==> config.mk <==
export PLATFORM = sky130hd
export DESIGN_NAME = signal_link
export DESIGN_NICKNAME = d
export VERILOG_FILES = /design/src/hw/signal_link_pkg.sv /design/src/hw/signal_link.sv
export SDC_FILE = /design/constraint.sdc
export NUM_CORES = 1
export LEC_CHECK = 0
export BUFFER_PORTS_ARGS = -buffer_cell sky130_fd_sc_hd__clkbuf_2
export CORE_MARGIN = 2
export CORE_UTILIZATION = 50
export CTS_CLUSTER_DIAMETER = 60
export DETAILED_ROUTE_END_ITERATION = 10
export PLACE_DENSITY = 0.71
export SYNTH_ARGS = -nofsm -noshare
export SYNTH_HDL_FRONTEND = slang
export SYNTH_SLANG_ARGS = --single-unit
==> constraint.sdc <==
create_clock -name i_mclk -period 2.8 [get_ports i_mclk]
set_input_delay 0.28 -clock i_mclk [delete_from_list [all_inputs] [get_ports i_mclk]]
set_output_delay 0.28 -clock i_mclk [all_outputs]
set_load 0.005 [all_outputs]
==> src/hw/signal_link_pkg.sv <==
// Purpose: constants shared by the control signal linking block
// Assumes: 100 MHz system clock, registers on a 32-bit Avalon-MM slave
// Notes:   byte offsets, field positions, reset values and sample timing
package signal_link_pkg;

  // clock and controller sample timing
  localparam int CLK_PERIOD_NS    = 10;
  localparam int SAMPLE_PERIOD_NS = 1000;
  localparam int SAMPLE_DIV       = (SAMPLE_PERIOD_NS + CLK_PERIOD_NS - 1) / CLK_PERIOD_NS;
  localparam int SAMPLE_CNT_W     = 7;

  // register byte offsets
  localparam logic [4:0] OFS_CFG    = 5'h00;
  localparam logic [4:0] OFS_ROUTE0 = 5'h04;
  localparam logic [4:0] OFS_ROUTE1 = 5'h08;
  localparam logic [4:0] OFS_INVERT = 5'h0C;
  localparam logic [4:0] OFS_PRESET = 5'h10;
  localparam logic [4:0] OFS_STATUS = 5'h14;

  // configuration field positions
  localparam int CFG_MODE_LSB   = 0;   // serial_control_mode, 3 bits
  localparam int CFG_SBY_LSB    = 3;   // standby_input_style, 2 bits
  localparam int CFG_FOLLOW_BIT = 5;   // follow_input_style
  localparam int CFG_LOCK_LSB   = 6;   // local_key_lock, 2 bits
  localparam int CFG_POL_LSB    = 8;   // manual_switch_policy, 3 bits
  localparam int CFG_TYPE_LSB   = 11;  // controller type, 4 bits
  localparam int CFG_NOR2_BIT   = 15;  // gate input 2 connected
  localparam int CFG_NOR3_BIT   = 16;  // gate input 3 connected
  localparam int CFG_SLOT5_LSB  = 17;  // expected slot 5 module, 2 bits
  localparam int CFG_SLOT6_LSB  = 19;  // expected slot 6 module, 2 bits
  localparam int PRESET_LOCAL_BIT = 8; // serial_local_set, write one

  // reset values
  localparam logic [31:0] CFG_RESET    = 32'h0000_0000;
  localparam logic [31:0] ROUTE_RESET  = 32'h0000_0000;
  localparam logic [7:0]  INVERT_RESET = 8'h00;
  localparam logic [7:0]  PRESET_RESET = 8'h00;

  // control signal indices
  localparam int NUM_SIG    = 8;
  localparam int SIG_CB     = 0;  // computer_standby
  localparam int SIG_FOLLOW = 1;  // follow-up
  localparam int SIG_HE     = 2;  // external_manual_request
  localparam int SIG_P1     = 3;  // p_only_set1
  localparam int SIG_P2     = 4;  // p_only_set2
  localparam int SIG_WS1    = 5;  // ext_setpoint_src1
  localparam int SIG_WS2    = 6;  // ext_setpoint_src2
  localparam int SIG_SAFE   = 7;  // safety operation
  localparam logic [7:0] HIGH_ALLOWED = 8'h79;

  // input selector codes
  localparam logic [4:0] SEL_TIE_ZERO = 5'h00;
  localparam logic [4:0] SEL_LAST_IN  = 5'h0E;
  localparam logic [4:0] SEL_TIE_HIGH = 5'h1F;  // the -1 setting

  // mode encodings
  localparam logic [1:0] SBY_STATIC = 2'h0;
  localparam logic [1:0] SBY_ACK    = 2'h1;
  localparam logic [1:0] SBY_PULSE  = 2'h2;
  localparam logic [1:0] LOCK_KEY   = 2'h0;
  localparam logic [1:0] LOCK_INT   = 2'h1;
  localparam logic [1:0] LOCK_EXT   = 2'h2;
  localparam logic [2:0] POL_FREE   = 3'h0;
  localparam logic [2:0] POL_AUTO   = 3'h1;
  localparam logic [2:0] POL_MAN    = 3'h2;
  localparam logic [2:0] POL_EDGE   = 3'h3;
  localparam logic [2:0] POL_EDGE_FREE = 3'h4;
  localparam logic [3:0] TYPE_NOSW_A = 4'hA;
  localparam logic [3:0] TYPE_NOSW_B = 4'hB;

endpackage : signal_link_pkg

==> src/hw/signal_link.sv <==
// Purpose: links digital inputs, front keys and serial presets to control signals
// Assumes: inputs synchronous to i_mclk, Avalon-MM slave with waitrequest
// Notes:   control logic is evaluated once per controller sample pulse, the slot check on every clock
`timescale 1ns/1ps

module signal_link (
  input  wire logic        i_mclk,
  input  wire logic        i_sys_rst,
  input  wire logic [4:0]  i_avs_address,
  input  wire logic        i_avs_read,
  input  wire logic        i_avs_write,
  input  wire logic [31:0] i_avs_writedata,
  input  wire logic [3:0]  i_avs_byteenable,
  output logic      [31:0] o_avs_readdata,
  output logic             o_avs_waitrequest,
  input  wire logic [13:0] i_din,
  input  wire logic        i_local_key,
  input  wire logic        i_manual_key,
  input  wire logic [1:0]  i_slot5_type,
  input  wire logic [1:0]  i_slot6_type,
  input  wire logic [1:0]  i_nor_a,
  input  wire logic [1:0]  i_nor_b,
  input  wire logic [1:0]  i_nor_c,
  output logic      [1:0]  o_nor,
  output logic      [7:0]  o_ctrl,
  output logic             o_slot_error,
  output logic             o_computer_mode,
  output logic             o_command_switch,
  output logic             o_serial_lock,
  output logic             o_standby_led,
  output logic             o_standby_msg_n,
  output logic             o_computer_mode_msg_n,
  output logic             o_manual_active,
  output logic             o_manual_led
);

  // merge write data into a register under byte enables
  function automatic logic [31:0] be_merge(input logic [31:0] old_val,
                                           input logic [31:0] new_val,
                                           input logic [3:0]  be);
    logic [31:0] res;
    res = old_val;
    for (int b = 0; b < 4; b++)
    begin
      if (be[b])
        res[b*8 +: 8] = new_val[b*8 +: 8];
    end
    be_merge = res;
  endfunction : be_merge

  // one selector to one bit: zero, an input line, or high where allowed
  function automatic logic route_bit(input logic [4:0]  sel,
                                     input logic [13:0] din,
                                     input logic        hi_ok);
    logic res;
    res = 1'b0;
    if (sel == signal_link_pkg::SEL_TIE_HIGH)
      res = hi_ok;
    else if (sel != signal_link_pkg::SEL_TIE_ZERO && sel <= signal_link_pkg::SEL_LAST_IN)
      res = din[4'(sel - 5'h01)];
    route_bit = res;
  endfunction : route_bit

  logic [31:0] cfg_reg;
  logic [31:0] route0_reg;
  logic [31:0] route1_reg;
  logic [7:0]  invert_reg;
  logic [7:0]  preset_reg;
  logic        local_set_reg;
  logic        ack_reg;
  logic [31:0] rdata_reg;
  logic [signal_link_pkg::SAMPLE_CNT_W-1:0] div_reg;
  logic        sample_en;

  // configuration fields
  logic [2:0]  mode;
  logic [1:0]  sby_style;
  logic        follow_pulse;
  logic [1:0]  key_lock;
  logic [2:0]  policy;
  logic [3:0]  ctrl_type;
  logic        serial_act;
  assign mode         = cfg_reg[signal_link_pkg::CFG_MODE_LSB +: 3];
  assign sby_style    = cfg_reg[signal_link_pkg::CFG_SBY_LSB +: 2];
  assign follow_pulse = cfg_reg[signal_link_pkg::CFG_FOLLOW_BIT];
  assign key_lock     = cfg_reg[signal_link_pkg::CFG_LOCK_LSB +: 2];
  assign policy       = cfg_reg[signal_link_pkg::CFG_POL_LSB +: 3];
  assign ctrl_type    = cfg_reg[signal_link_pkg::CFG_TYPE_LSB +: 4];
  assign serial_act   = (mode >= 3'h2) && (mode <= 3'h5);

  // bus handshake: one wait cycle, answer on the second edge
  assign o_avs_waitrequest = (i_avs_read || i_avs_write) && !ack_reg;
  assign o_avs_readdata    = rdata_reg;
  always_ff @(posedge i_mclk)
  begin
    if (i_sys_rst)
      ack_reg <= 1'b0;
    else
      ack_reg <= (i_avs_read || i_avs_write) && !ack_reg;
  end

  // register writes take effect at the accepting edge
  always_ff @(posedge i_mclk)
  begin
    if (i_sys_rst)
    begin
      cfg_reg       <= signal_link_pkg::CFG_RESET;
      route0_reg    <= signal_link_pkg::ROUTE_RESET;
      route1_reg    <= signal_link_pkg::ROUTE_RESET;
      invert_reg    <= signal_link_pkg::INVERT_RESET;
      preset_reg    <= signal_link_pkg::PRESET_RESET;
      local_set_reg <= 1'b0;
    end
    else
    begin
      // serial local set is held until the next sample consumes it
      if (sample_en)
        local_set_reg <= 1'b0;
      if (i_avs_write && ack_reg)
      begin
        case (i_avs_address)
          signal_link_pkg::OFS_CFG:
            cfg_reg <= be_merge(cfg_reg, i_avs_writedata, i_avs_byteenable);
          signal_link_pkg::OFS_ROUTE0:
            route0_reg <= be_merge(route0_reg, i_avs_writedata, i_avs_byteenable);
          signal_link_pkg::OFS_ROUTE1:
            route1_reg <= be_merge(route1_reg, i_avs_writedata, i_avs_byteenable);
          signal_link_pkg::OFS_INVERT:
            if (i_avs_byteenable[0])
              invert_reg <= i_avs_writedata[7:0];
          signal_link_pkg::OFS_PRESET:
          begin
            if (i_avs_byteenable[0])
              preset_reg <= i_avs_writedata[7:0];
            if (i_avs_byteenable[1] && serial_act &&
                i_avs_writedata[signal_link_pkg::PRESET_LOCAL_BIT])
              local_set_reg <= 1'b1;
          end
          default: ;
        endcase
      end
    end
  end

  // read data captured during the wait cycle, unmapped reads give zero
  always_ff @(posedge i_mclk)
  begin
    if (i_sys_rst)
      rdata_reg <= 32'h0000_0000;
    else if (i_avs_read && !ack_reg)
    begin
      case (i_avs_address)
        signal_link_pkg::OFS_CFG:    rdata_reg <= cfg_reg;
        signal_link_pkg::OFS_ROUTE0: rdata_reg <= route0_reg;
        signal_link_pkg::OFS_ROUTE1: rdata_reg <= route1_reg;
        signal_link_pkg::OFS_INVERT: rdata_reg <= {24'h000000, invert_reg};
        signal_link_pkg::OFS_PRESET: rdata_reg <= {24'h000000, preset_reg};
        signal_link_pkg::OFS_STATUS:
          rdata_reg <= {14'h0000, o_computer_mode, o_manual_active, o_standby_msg_n,
                        o_slot_error, i_din};
        default:                     rdata_reg <= 32'h0000_0000;
      endcase
    end
  end

  // controller sample pulse
  always_ff @(posedge i_mclk)
  begin
    if (i_sys_rst)
      div_reg <= '0;
    else if (div_reg == signal_link_pkg::SAMPLE_CNT_W'(signal_link_pkg::SAMPLE_DIV - 1))
      div_reg <= '0;
    else
      div_reg <= div_reg + 1'b1;
  end
  assign sample_en = (div_reg == signal_link_pkg::SAMPLE_CNT_W'(signal_link_pkg::SAMPLE_DIV - 1));

  // routing and optional inversion of each control signal
  logic [7:0] sig_in;
  generate
    for (genvar k = 0; k < signal_link_pkg::NUM_SIG; k++)
    begin : g_route
      logic [4:0] sel;
      if (k < 4)
      begin : g_lo
        assign sel = route0_reg[k*8 +: 5];
      end
      else
      begin : g_hi
        assign sel = route1_reg[(k-4)*8 +: 5];
      end
      assign sig_in[k] = route_bit(sel, i_din, signal_link_pkg::HIGH_ALLOWED[k])
                         ^ invert_reg[k];
    end
  endgenerate

  // edge detectors and toggle flip-flops
  logic cb_in_prev_reg, cb_tog_reg, fol_prev_reg, fol_tog_reg;
  logic cb_prev_reg, he_prev_reg, he_tog_reg;
  logic lkey_prev_reg, mkey_prev_reg, local_reg, manual_key_ff;
  logic cb_di, follow_sig, computer_standby, local_sel, he_serial, he_sig, he_eff;
  logic computer_mode;
  logic cb_ack_rise;

  // standby and follow-up from the inputs, static or pulse toggled
  assign cb_di      = (sby_style == signal_link_pkg::SBY_PULSE) ? cb_tog_reg
                                                                 : sig_in[signal_link_pkg::SIG_CB];
  assign follow_sig = follow_pulse ? fol_tog_reg : sig_in[signal_link_pkg::SIG_FOLLOW];

  // standby combination with the serial bit
  always_comb
  begin
    case (mode)
      3'h2, 3'h4: computer_standby = preset_reg[signal_link_pkg::SIG_CB] | cb_di;
      3'h3, 3'h5: computer_standby = preset_reg[signal_link_pkg::SIG_CB] & cb_di;
      default:    computer_standby = cb_di;
    endcase
  end

  // key lock forces internal or external operation
  assign local_sel = (key_lock == signal_link_pkg::LOCK_INT) ? 1'b1 :
                     (key_lock == signal_link_pkg::LOCK_EXT) ? 1'b0 : local_reg;
  // a standby rise under acknowledge must not let computer mode through for one sample
  assign cb_ack_rise   = (sby_style != signal_link_pkg::SBY_STATIC) && computer_standby &&
                         !cb_prev_reg && (key_lock == signal_link_pkg::LOCK_KEY);
  assign computer_mode = !local_sel && computer_standby && !cb_ack_rise;

  // external manual request, serial part gated by the lock except policy 4
  assign he_serial = serial_act && preset_reg[signal_link_pkg::SIG_HE] &&
                     ((policy == signal_link_pkg::POL_EDGE_FREE) ||
                      !(local_sel || !computer_standby));
  assign he_sig = sig_in[signal_link_pkg::SIG_HE] | he_serial;
  assign he_eff = (policy >= signal_link_pkg::POL_EDGE) ? he_tog_reg : he_sig;

  // pulse toggles and edge memories, cleared by reset
  always_ff @(posedge i_mclk)
  begin
    if (i_sys_rst)
    begin
      cb_in_prev_reg <= 1'b0;
      cb_tog_reg     <= 1'b0;
      fol_prev_reg   <= 1'b0;
      fol_tog_reg    <= 1'b0;
      cb_prev_reg    <= 1'b0;
      he_prev_reg    <= 1'b0;
      he_tog_reg     <= 1'b0;
      lkey_prev_reg  <= 1'b0;
      mkey_prev_reg  <= 1'b0;
      manual_key_ff  <= 1'b0;
    end
    else if (sample_en)
    begin
      cb_in_prev_reg <= sig_in[signal_link_pkg::SIG_CB];
      fol_prev_reg   <= sig_in[signal_link_pkg::SIG_FOLLOW];
      if (sig_in[signal_link_pkg::SIG_CB] && !cb_in_prev_reg)
        cb_tog_reg <= !cb_tog_reg;
      if (sig_in[signal_link_pkg::SIG_FOLLOW] && !fol_prev_reg)
        fol_tog_reg <= !fol_tog_reg;
      cb_prev_reg <= computer_standby;
      he_prev_reg <= he_sig;
      if (he_sig && !he_prev_reg)
        he_tog_reg <= !he_tog_reg;
      lkey_prev_reg <= i_local_key;
      mkey_prev_reg <= i_manual_key;
      if (i_manual_key && !mkey_prev_reg)
        manual_key_ff <= !manual_key_ff;
    end
  end

  // local-select flip-flop: acknowledge and serial set win over the key
  always_ff @(posedge i_mclk)
  begin
    if (i_sys_rst)
      local_reg <= 1'b0;
    else if (sample_en)
    begin
      if (cb_ack_rise)
        local_reg <= 1'b1;
      else if (local_set_reg)
        local_reg <= 1'b1;
      else if (i_local_key && !lkey_prev_reg && key_lock == signal_link_pkg::LOCK_KEY)
        local_reg <= !local_reg;
    end
  end

  // registered outputs, refreshed at each sample
  always_ff @(posedge i_mclk)
  begin
    if (i_sys_rst)
    begin
      o_ctrl                <= 8'h00;
      o_nor                 <= 2'h3;
      o_computer_mode       <= 1'b0;
      o_command_switch      <= 1'b0;
      o_serial_lock         <= 1'b1;
      o_standby_led         <= 1'b1;
      o_standby_msg_n       <= 1'b0;
      o_computer_mode_msg_n <= 1'b1;
      o_manual_active       <= 1'b0;
      o_manual_led          <= 1'b0;
    end
    else if (sample_en)
    begin
      o_ctrl <= (serial_act ? (sig_in | preset_reg) : sig_in);
      o_ctrl[signal_link_pkg::SIG_CB]     <= computer_standby;
      o_ctrl[signal_link_pkg::SIG_FOLLOW] <= follow_sig | (serial_act &
                                             preset_reg[signal_link_pkg::SIG_FOLLOW]);
      o_ctrl[signal_link_pkg::SIG_HE]     <= he_eff;
      o_nor <= ~(i_nor_a | (i_nor_b & {2{cfg_reg[signal_link_pkg::CFG_NOR2_BIT]}}) |
                 (i_nor_c & {2{cfg_reg[signal_link_pkg::CFG_NOR3_BIT]}}));
      o_computer_mode  <= computer_mode;
      o_command_switch <= computer_mode && (ctrl_type != signal_link_pkg::TYPE_NOSW_A) &&
                          (ctrl_type != signal_link_pkg::TYPE_NOSW_B);
      o_serial_lock         <= local_sel || !computer_standby;
      o_standby_led         <= !computer_standby;
      o_standby_msg_n       <= local_sel;
      o_computer_mode_msg_n <= !computer_mode;
      case (policy)
        signal_link_pkg::POL_AUTO:
        begin
          o_manual_active <= 1'b0;
          o_manual_led    <= 1'b0;
        end
        signal_link_pkg::POL_MAN:
        begin
          o_manual_active <= 1'b1;
          o_manual_led    <= 1'b1;
        end
        default:
        begin
          o_manual_active <= manual_key_ff | he_eff;
          o_manual_led    <= manual_key_ff | he_eff;
        end
      endcase
    end
  end

  // slot module check against the configured types
  always_ff @(posedge i_mclk)
  begin
    if (i_sys_rst)
      o_slot_error <= 1'b0;
    else
      o_slot_error <= (cfg_reg[signal_link_pkg::CFG_SLOT5_LSB +: 2] != i_slot5_type) ||
                      (cfg_reg[signal_link_pkg::CFG_SLOT6_LSB +: 2] != i_slot6_type);
  end
endmodule : signal_link

* After elaboration in Yosys (flattened, before gate mapping)
Cells that the tools add are included.
Storage, ports and cells: flip-flop bits (word level) 182, output and inout bits 52
Cells by class: reductions and logical operators 84, $lt $le $gt $ge 19, muxes and demuxes 48, equality and inequality tests 28, $add $sub $neg 9, bitwise logic cells 20
Operator list (count):
- one-hot mux 32 bit (6 select lines) | 1
- == test 5 bit, second input constant | 10
- AND reduction 3 bit | 14
- less-or-equal comparator 5 x 4 -> 1 bit, second input constant | 8
- less-than comparator 4 x 5 -> 1 bit, second input constant | 8
- nonzero test 5 bit | 8
- 2-to-1 mux 1 bit | 36
- binary-select mux 1 bit (select 4 bit) | 8
- subtractor 4 x 1 -> 4 bit, second input constant | 8
- logical AND 1 bit | 29
- logical NOT 1 bit | 17
- == test 5 x 4 -> 1 bit, second input constant | 2
- AND reduction 2 bit | 5
- == test 3 x 2 -> 1 bit, second input constant | 3
- == test 3 bit, second input constant | 3
- 2-to-1 mux 8 bit | 1
- != test 4 bit, second input constant | 2
- OR 8 bit | 1
- bitwise XOR 1 bit | 8
- adder 7 x 1 -> 7 bit, second input constant | 1
- == test 7 bit, second input constant | 1
- greater-or-equal comparator 3 x 2 -> 1 bit, second input constant | 2
- OR reduction 2 bit | 3
- == test 5 x 3 -> 1 bit, second input constant | 1
- other kinds (16) | 28

* Depth between registers and ports, before layout
word-level depth 18, depth in mapped cells 10, depth with buffers taken out 9

* Worst setup path after synthesis
Ideal clock, no wire load.
path kind register to register, from register route0_reg[16], to register he_tog_reg, clock period less this slack 2591 ps, path buffers 1, data arrival time 2470 ps, slack 209 ps, library setup time 121 ps, required time 2679 ps, cell stages (with the launch flop) 11, cells stage by stage dfxtp_1 buf_2 inv_1 ha_1 mux4_2 mux2_2 o21ai_1 o21a_1 nor3_2 a211oi_2 mux2_4
On the way: cells in the longest elaborated chain, start to end 9, elaborated cells between the ends (all ways) 13, classes of those cells add/sub (1); order compare (1); eq/ne (1); mux (4); bitwise (2); reduce/logical (4)
RTL lines:
- start, declared | RTL line signal_link.sv:65 | logic [31:0] route0_reg;
- start signal, assigned | RTL line signal_link.sv:108 | route0_reg <= signal_link_pkg::ROUTE_RESET;
- start signal, assigned | RTL line signal_link.sv:125 | route0_reg <= be_merge(route0_reg, i_avs_writedata, i_avs_byteenable);
- subtractor 4 x 1 -> 4 bit | RTL line signal_link.sv:60 | res = din[4'(sel - 5'h01)];
- binary-select mux 1 bit (select 4 bit) | RTL line signal_link.sv:60
- 2-to-1 mux 1 bit (implied by the code) | RTL line signal_link.sv:60
- 2-to-1 mux 1 bit | RTL line signal_link.sv:59 | else if (sel != signal_link_pkg::SEL_TIE_ZERO && sel <= signal_link_pkg::SEL_LAST_IN)
- 2-to-1 mux 1 bit (*) | RTL line signal_link.sv:57 | if (sel == signal_link_pkg::SEL_TIE_HIGH)
- bitwise XOR 1 bit (*) | RTL line signal_link.sv:193 | ^ invert_reg[k];
- OR 1 bit (*) | RTL line signal_link.sv:232 | assign he_sig = sig_in[signal_link_pkg::SIG_HE] | he_serial;
- logical AND 1 bit (*) | RTL line signal_link.sv:261 | if (he_sig && !he_prev_reg)
- AND reduction 2 bit (no source line) (*)
- end signal, assigned | RTL line signal_link.sv:262 | he_tog_reg <= !he_tog_reg;
- end, declared | RTL line signal_link.sv:199 | logic cb_prev_reg, he_prev_reg, he_tog_reg;
Every way passes the cells marked *; elsewhere a longest branch is shown, timed or not. The select of a mux whose other input is x is not followed. A chain may end at the register's enable or synchronous reset.

* Worst setup path after layout
from register route0_reg[17], to register he_tog_reg
The elaborated chain is that of the path after synthesis.

==> impl_metrics.py <==
metrics = {
    "global_routing": {
        "grt_start_max_net_pins": 65,
        "track_usage_pct": 26.3,
        "number_of_global_route_vias_before_repair": 7671,
        "grt.overflow.total": 0,
        "antenna_found_initial": 0,
        "grt_first_pass_wirelength_microns": 41100,
    },
    "timing": {
        "final_period_minus_worst_setup_slack_ps": 2680,
        "rsz0062_at_grt": "no",
        "relSlewSlack_pct": 53.8,
        "final_critical_path_setup_slack_ps": 122,
        "finalHoldViolCount": 0,
        "final-max-slew-violation-count": 0,
        "finalCritPeriodShare_pct": 95.7,
        "final-setup-viol-count": 0,
        "timing.setup.tns_ps": 0,
        "finalClockSkew_ps": 8.29,
        "max_freq_mhz": 373,
        "worst_pin_slew_ps": 693,
    },
    "clock_network": {
        "clk_pin_slew_worst_paths_ps": 70,
        "root_driver": "sky130_fd_sc_hd__clkbuf_16",
        "cts_tree": "built",
        "clock_tree.buffer_depth": 2,
        "clkLatencyLatePin_ps": 430,
        "cts_num_sinks": 181,
        "cts_h_tree_lvls": 4,
        "cts_buffers": 17,
    },
    "place": {
        "hpwl_microns": 18700,
        "placement.setup.worst_slack_ps": 126,
        "gpl.final_weighted_congestion": 0.874,
        "io_buffer_count": 122,
    },
    "logic_synthesis": {
        "synth_nets": 1146,
        "yosysWarningCount": 0,
        "asyncSetResetFlopFracSynth_pct": 0,
        "netlist-cell-type-count": 64,
        "seq_cells_post_synth": 181,
        "sequential_share_of_the_synthesized_area_pct": 38.8,
        "postSynthAreaPerCell_sq_um": 8.89,
        "ys.flop_type": "sky130_fd_sc_hd__dfxtp_1",
        "syn_area_sq_um": 9350,
        "synthCells": 1051,
        "synth-edff-count": 0,
    },
    "worst_setup_path": {
        "cp_max_fo": 6,
        "cp_data_arrival_time_ps": 3000,
        "critical_path.endpoint_type": "flop",
        "worstSetupStartpointType": "flop",
        "required_ps": 3120,
        "worst-setup-path-type": "flop to flop",
    },
    "power_and_ir_drop": {
        "power.clock.fraction_pct": 44.1,
        "internal_power_mw": 3.98,
        "seq_power_share_pct": 49.2,
        "p_sw_share_pct": 24.6,
        "peakVddDrop_v": 0.000428,
        "comb_power_share_pct": 6.7,
        "power.density_nw_per_um2": 486,
        "cellLeakagePower_nw": 3.92,
        "p_switching_mw": 1.30,
    },
    "floorplan": {
        "design.core.area_sq_um": 18100,
        "horizontal_die_dimension_microns": 141,
        "start_util_pct": 51.5,
        "fp.dieH_microns": 141,
        "pin_count": 123,
        "fp-row-count": 49,
        "design.die.area_sq_um": 19800,
    },
    "detailed_routing": {
        "routed_vias": 8247,
        "antenna_left": 0,
        "drt_pre_antenna_iters": 6,
        "routed_wirelength_microns": 26100,
        "drc": 0,
        "post_drt_via_cell_ratio": 5.88,
        "drt-wirelength-per-cell_microns": 18.6,
        "drt_iter0_markers": 868,
    },
    "min_path": {
        "hp-class": "primary input to flop",
    },
    "finish": {
        "antenna-diode-count": 0,
        "flow.area_growth_from_synthesis_pct": 16.3,
        "nFillCells": 1581,
        "mostFrequentLayoutCells": "sky130_fd_sc_hd__nor2_1 (194), sky130_fd_sc_hd__dfxtp_1 (180), sky130_fd_sc_hd__clkbuf_2 (121), sky130_fd_sc_hd__mux2i_1 (109), sky130_fd_sc_hd__nand2_1 (103)",
        "post_route_cells_drive_above_1_share_pct": 20.7,
        "layout.nets": 1255,
        "layout_commonest_cell": "sky130_fd_sc_hd__nor2_1",
    },
    "flow_run": {
        "maxCapViolations": 0,
    },
    "run_status": {
        "status": "completed",
    },
}
cell usage after synthesis (9+ instances only):
library cell / number / area [sq um]
sky130_fd_sc_hd__nor2_2: 9 / 56.3
sky130_fd_sc_hd__xnor2_1: 21 / 184
sky130_fd_sc_hd__a211oi_1: 25 / 188
sky130_fd_sc_hd__a21oi_1: 64 / 320
sky130_fd_sc_hd__nor2_1: 195 / 732
sky130_fd_sc_hd__nand2_1: 103 / 387
sky130_fd_sc_hd__mux4_2: 24 / 541
sky130_fd_sc_hd__clkbuf_1: 55 / 206
sky130_fd_sc_hd__a222oi_1: 24 / 240
sky130_fd_sc_hd__dfxtp_1: 181 / 3620
sky130_fd_sc_hd__ha_1: 24 / 300
sky130_fd_sc_hd__xor2_1: 13 / 114
sky130_fd_sc_hd__inv_1: 21 / 78.8
sky130_fd_sc_hd__nand3_1: 12 / 60.1
sky130_fd_sc_hd__mux2_2: 10 / 113
sky130_fd_sc_hd__o21ai_0: 14 / 70.1
sky130_fd_sc_hd__nor3_1: 30 / 150
sky130_fd_sc_hd__mux2i_1: 109 / 1090
worst max-delay path, cell delays in order, from the launching register on:
cell,delay (ps)
sky130_fd_sc_hd__dfxtp_1,400
sky130_fd_sc_hd__inv_1,90
sky130_fd_sc_hd__ha_2,390
sky130_fd_sc_hd__mux4_2,500
sky130_fd_sc_hd__mux2_2,270
sky130_fd_sc_hd__o21ai_1,160
sky130_fd_sc_hd__nor3_1,80
sky130_fd_sc_hd__nor3_2,260
sky130_fd_sc_hd__a211oi_2,120
sky130_fd_sc_hd__mux2_4,300
cell type report:
class / count / area (sq um) / area share [%]
multi-input combinational: 783 / 5410 / 49.7
sequential: 181 / 3620 / 33.3
timing repair buffer: 156 / 906 / 8.33
clock buffer: 19 / 443 / 4.07
tap: 229 / 287 / 2.64
clock inverter: 13 / 124 / 1.14
inverter: 21 / 78.8 / 0.725
power groups by stage:
stage	logic [mW]	clock network, mW	registers [mW]
finish	0.353	2.33	2.60
global route	0.377	2.46	2.60
CTS	0.346	2.36	2.60
detailed placement	0.346	0	2.66
global placement	0.345	0	2.66
floorplan	0.176	0	2.66
cells by family after synthesis:
| logic type | share of synthesized area (%) |
|---|---|
| and+or+nand+nor | 18.2 |
| xor gates and xnor gates | 3.19 |
| AOI/OAI and AO/OA | 13.7 |
| muxes | 19.2 |
| buffers and inverters | 3.66 |
| adders and majority gates | 3.32 |
| DFF | 38.8 |
path summary, 6_finish.rpt:
check | start | endpoint | slack (ps) | cells past startpoint
worst min register to register | div_reg[0] | div_reg[0] | 440 | 1
worst min-delay path | i_manual_key | mkey_prev_reg | 80 | 3
worst max register to register | route0_reg[17] | he_tog_reg | 120 | 9
worst max-delay path | route0_reg[17] | he_tog_reg | 120 | 9
repair_timing:
action,CTS,global route
endpoints found under the setup margin,0,2
setup buffers,0,0
gates resized for setup,0,3
hold buffers,0,0
metrics by stage:
step | total power, mW | hold WS, ps | cell area (sq um) | cells | util, %
after global placement | 3.01 | 429 | 10300 | 1370 | 56.7
after detailed placement | 3.01 | 436 | 10300 | 1370 | 56.7
after CTS | 5.31 | 68.7 | 10900 | 1402 | 59.8
final | 5.29 | 76.6 | 10900 | 1402 | 59.9
after floorplan | 2.83 | 413 | 9350 | 1051 | -
after global routing | 5.44 | 69.8 | 10900 | 1402 | 59.9
metal layers:
layer	track usage, %	routed length (microns)	up-vias
met5	0	0	-
met4	8.42	689	0
met3	5.74	1900	47
met2	42.8	12300	325
met1	35.0	11300	3901
li1	-	-	3974
Note: power is estimated with default switching activity, not from simulation.
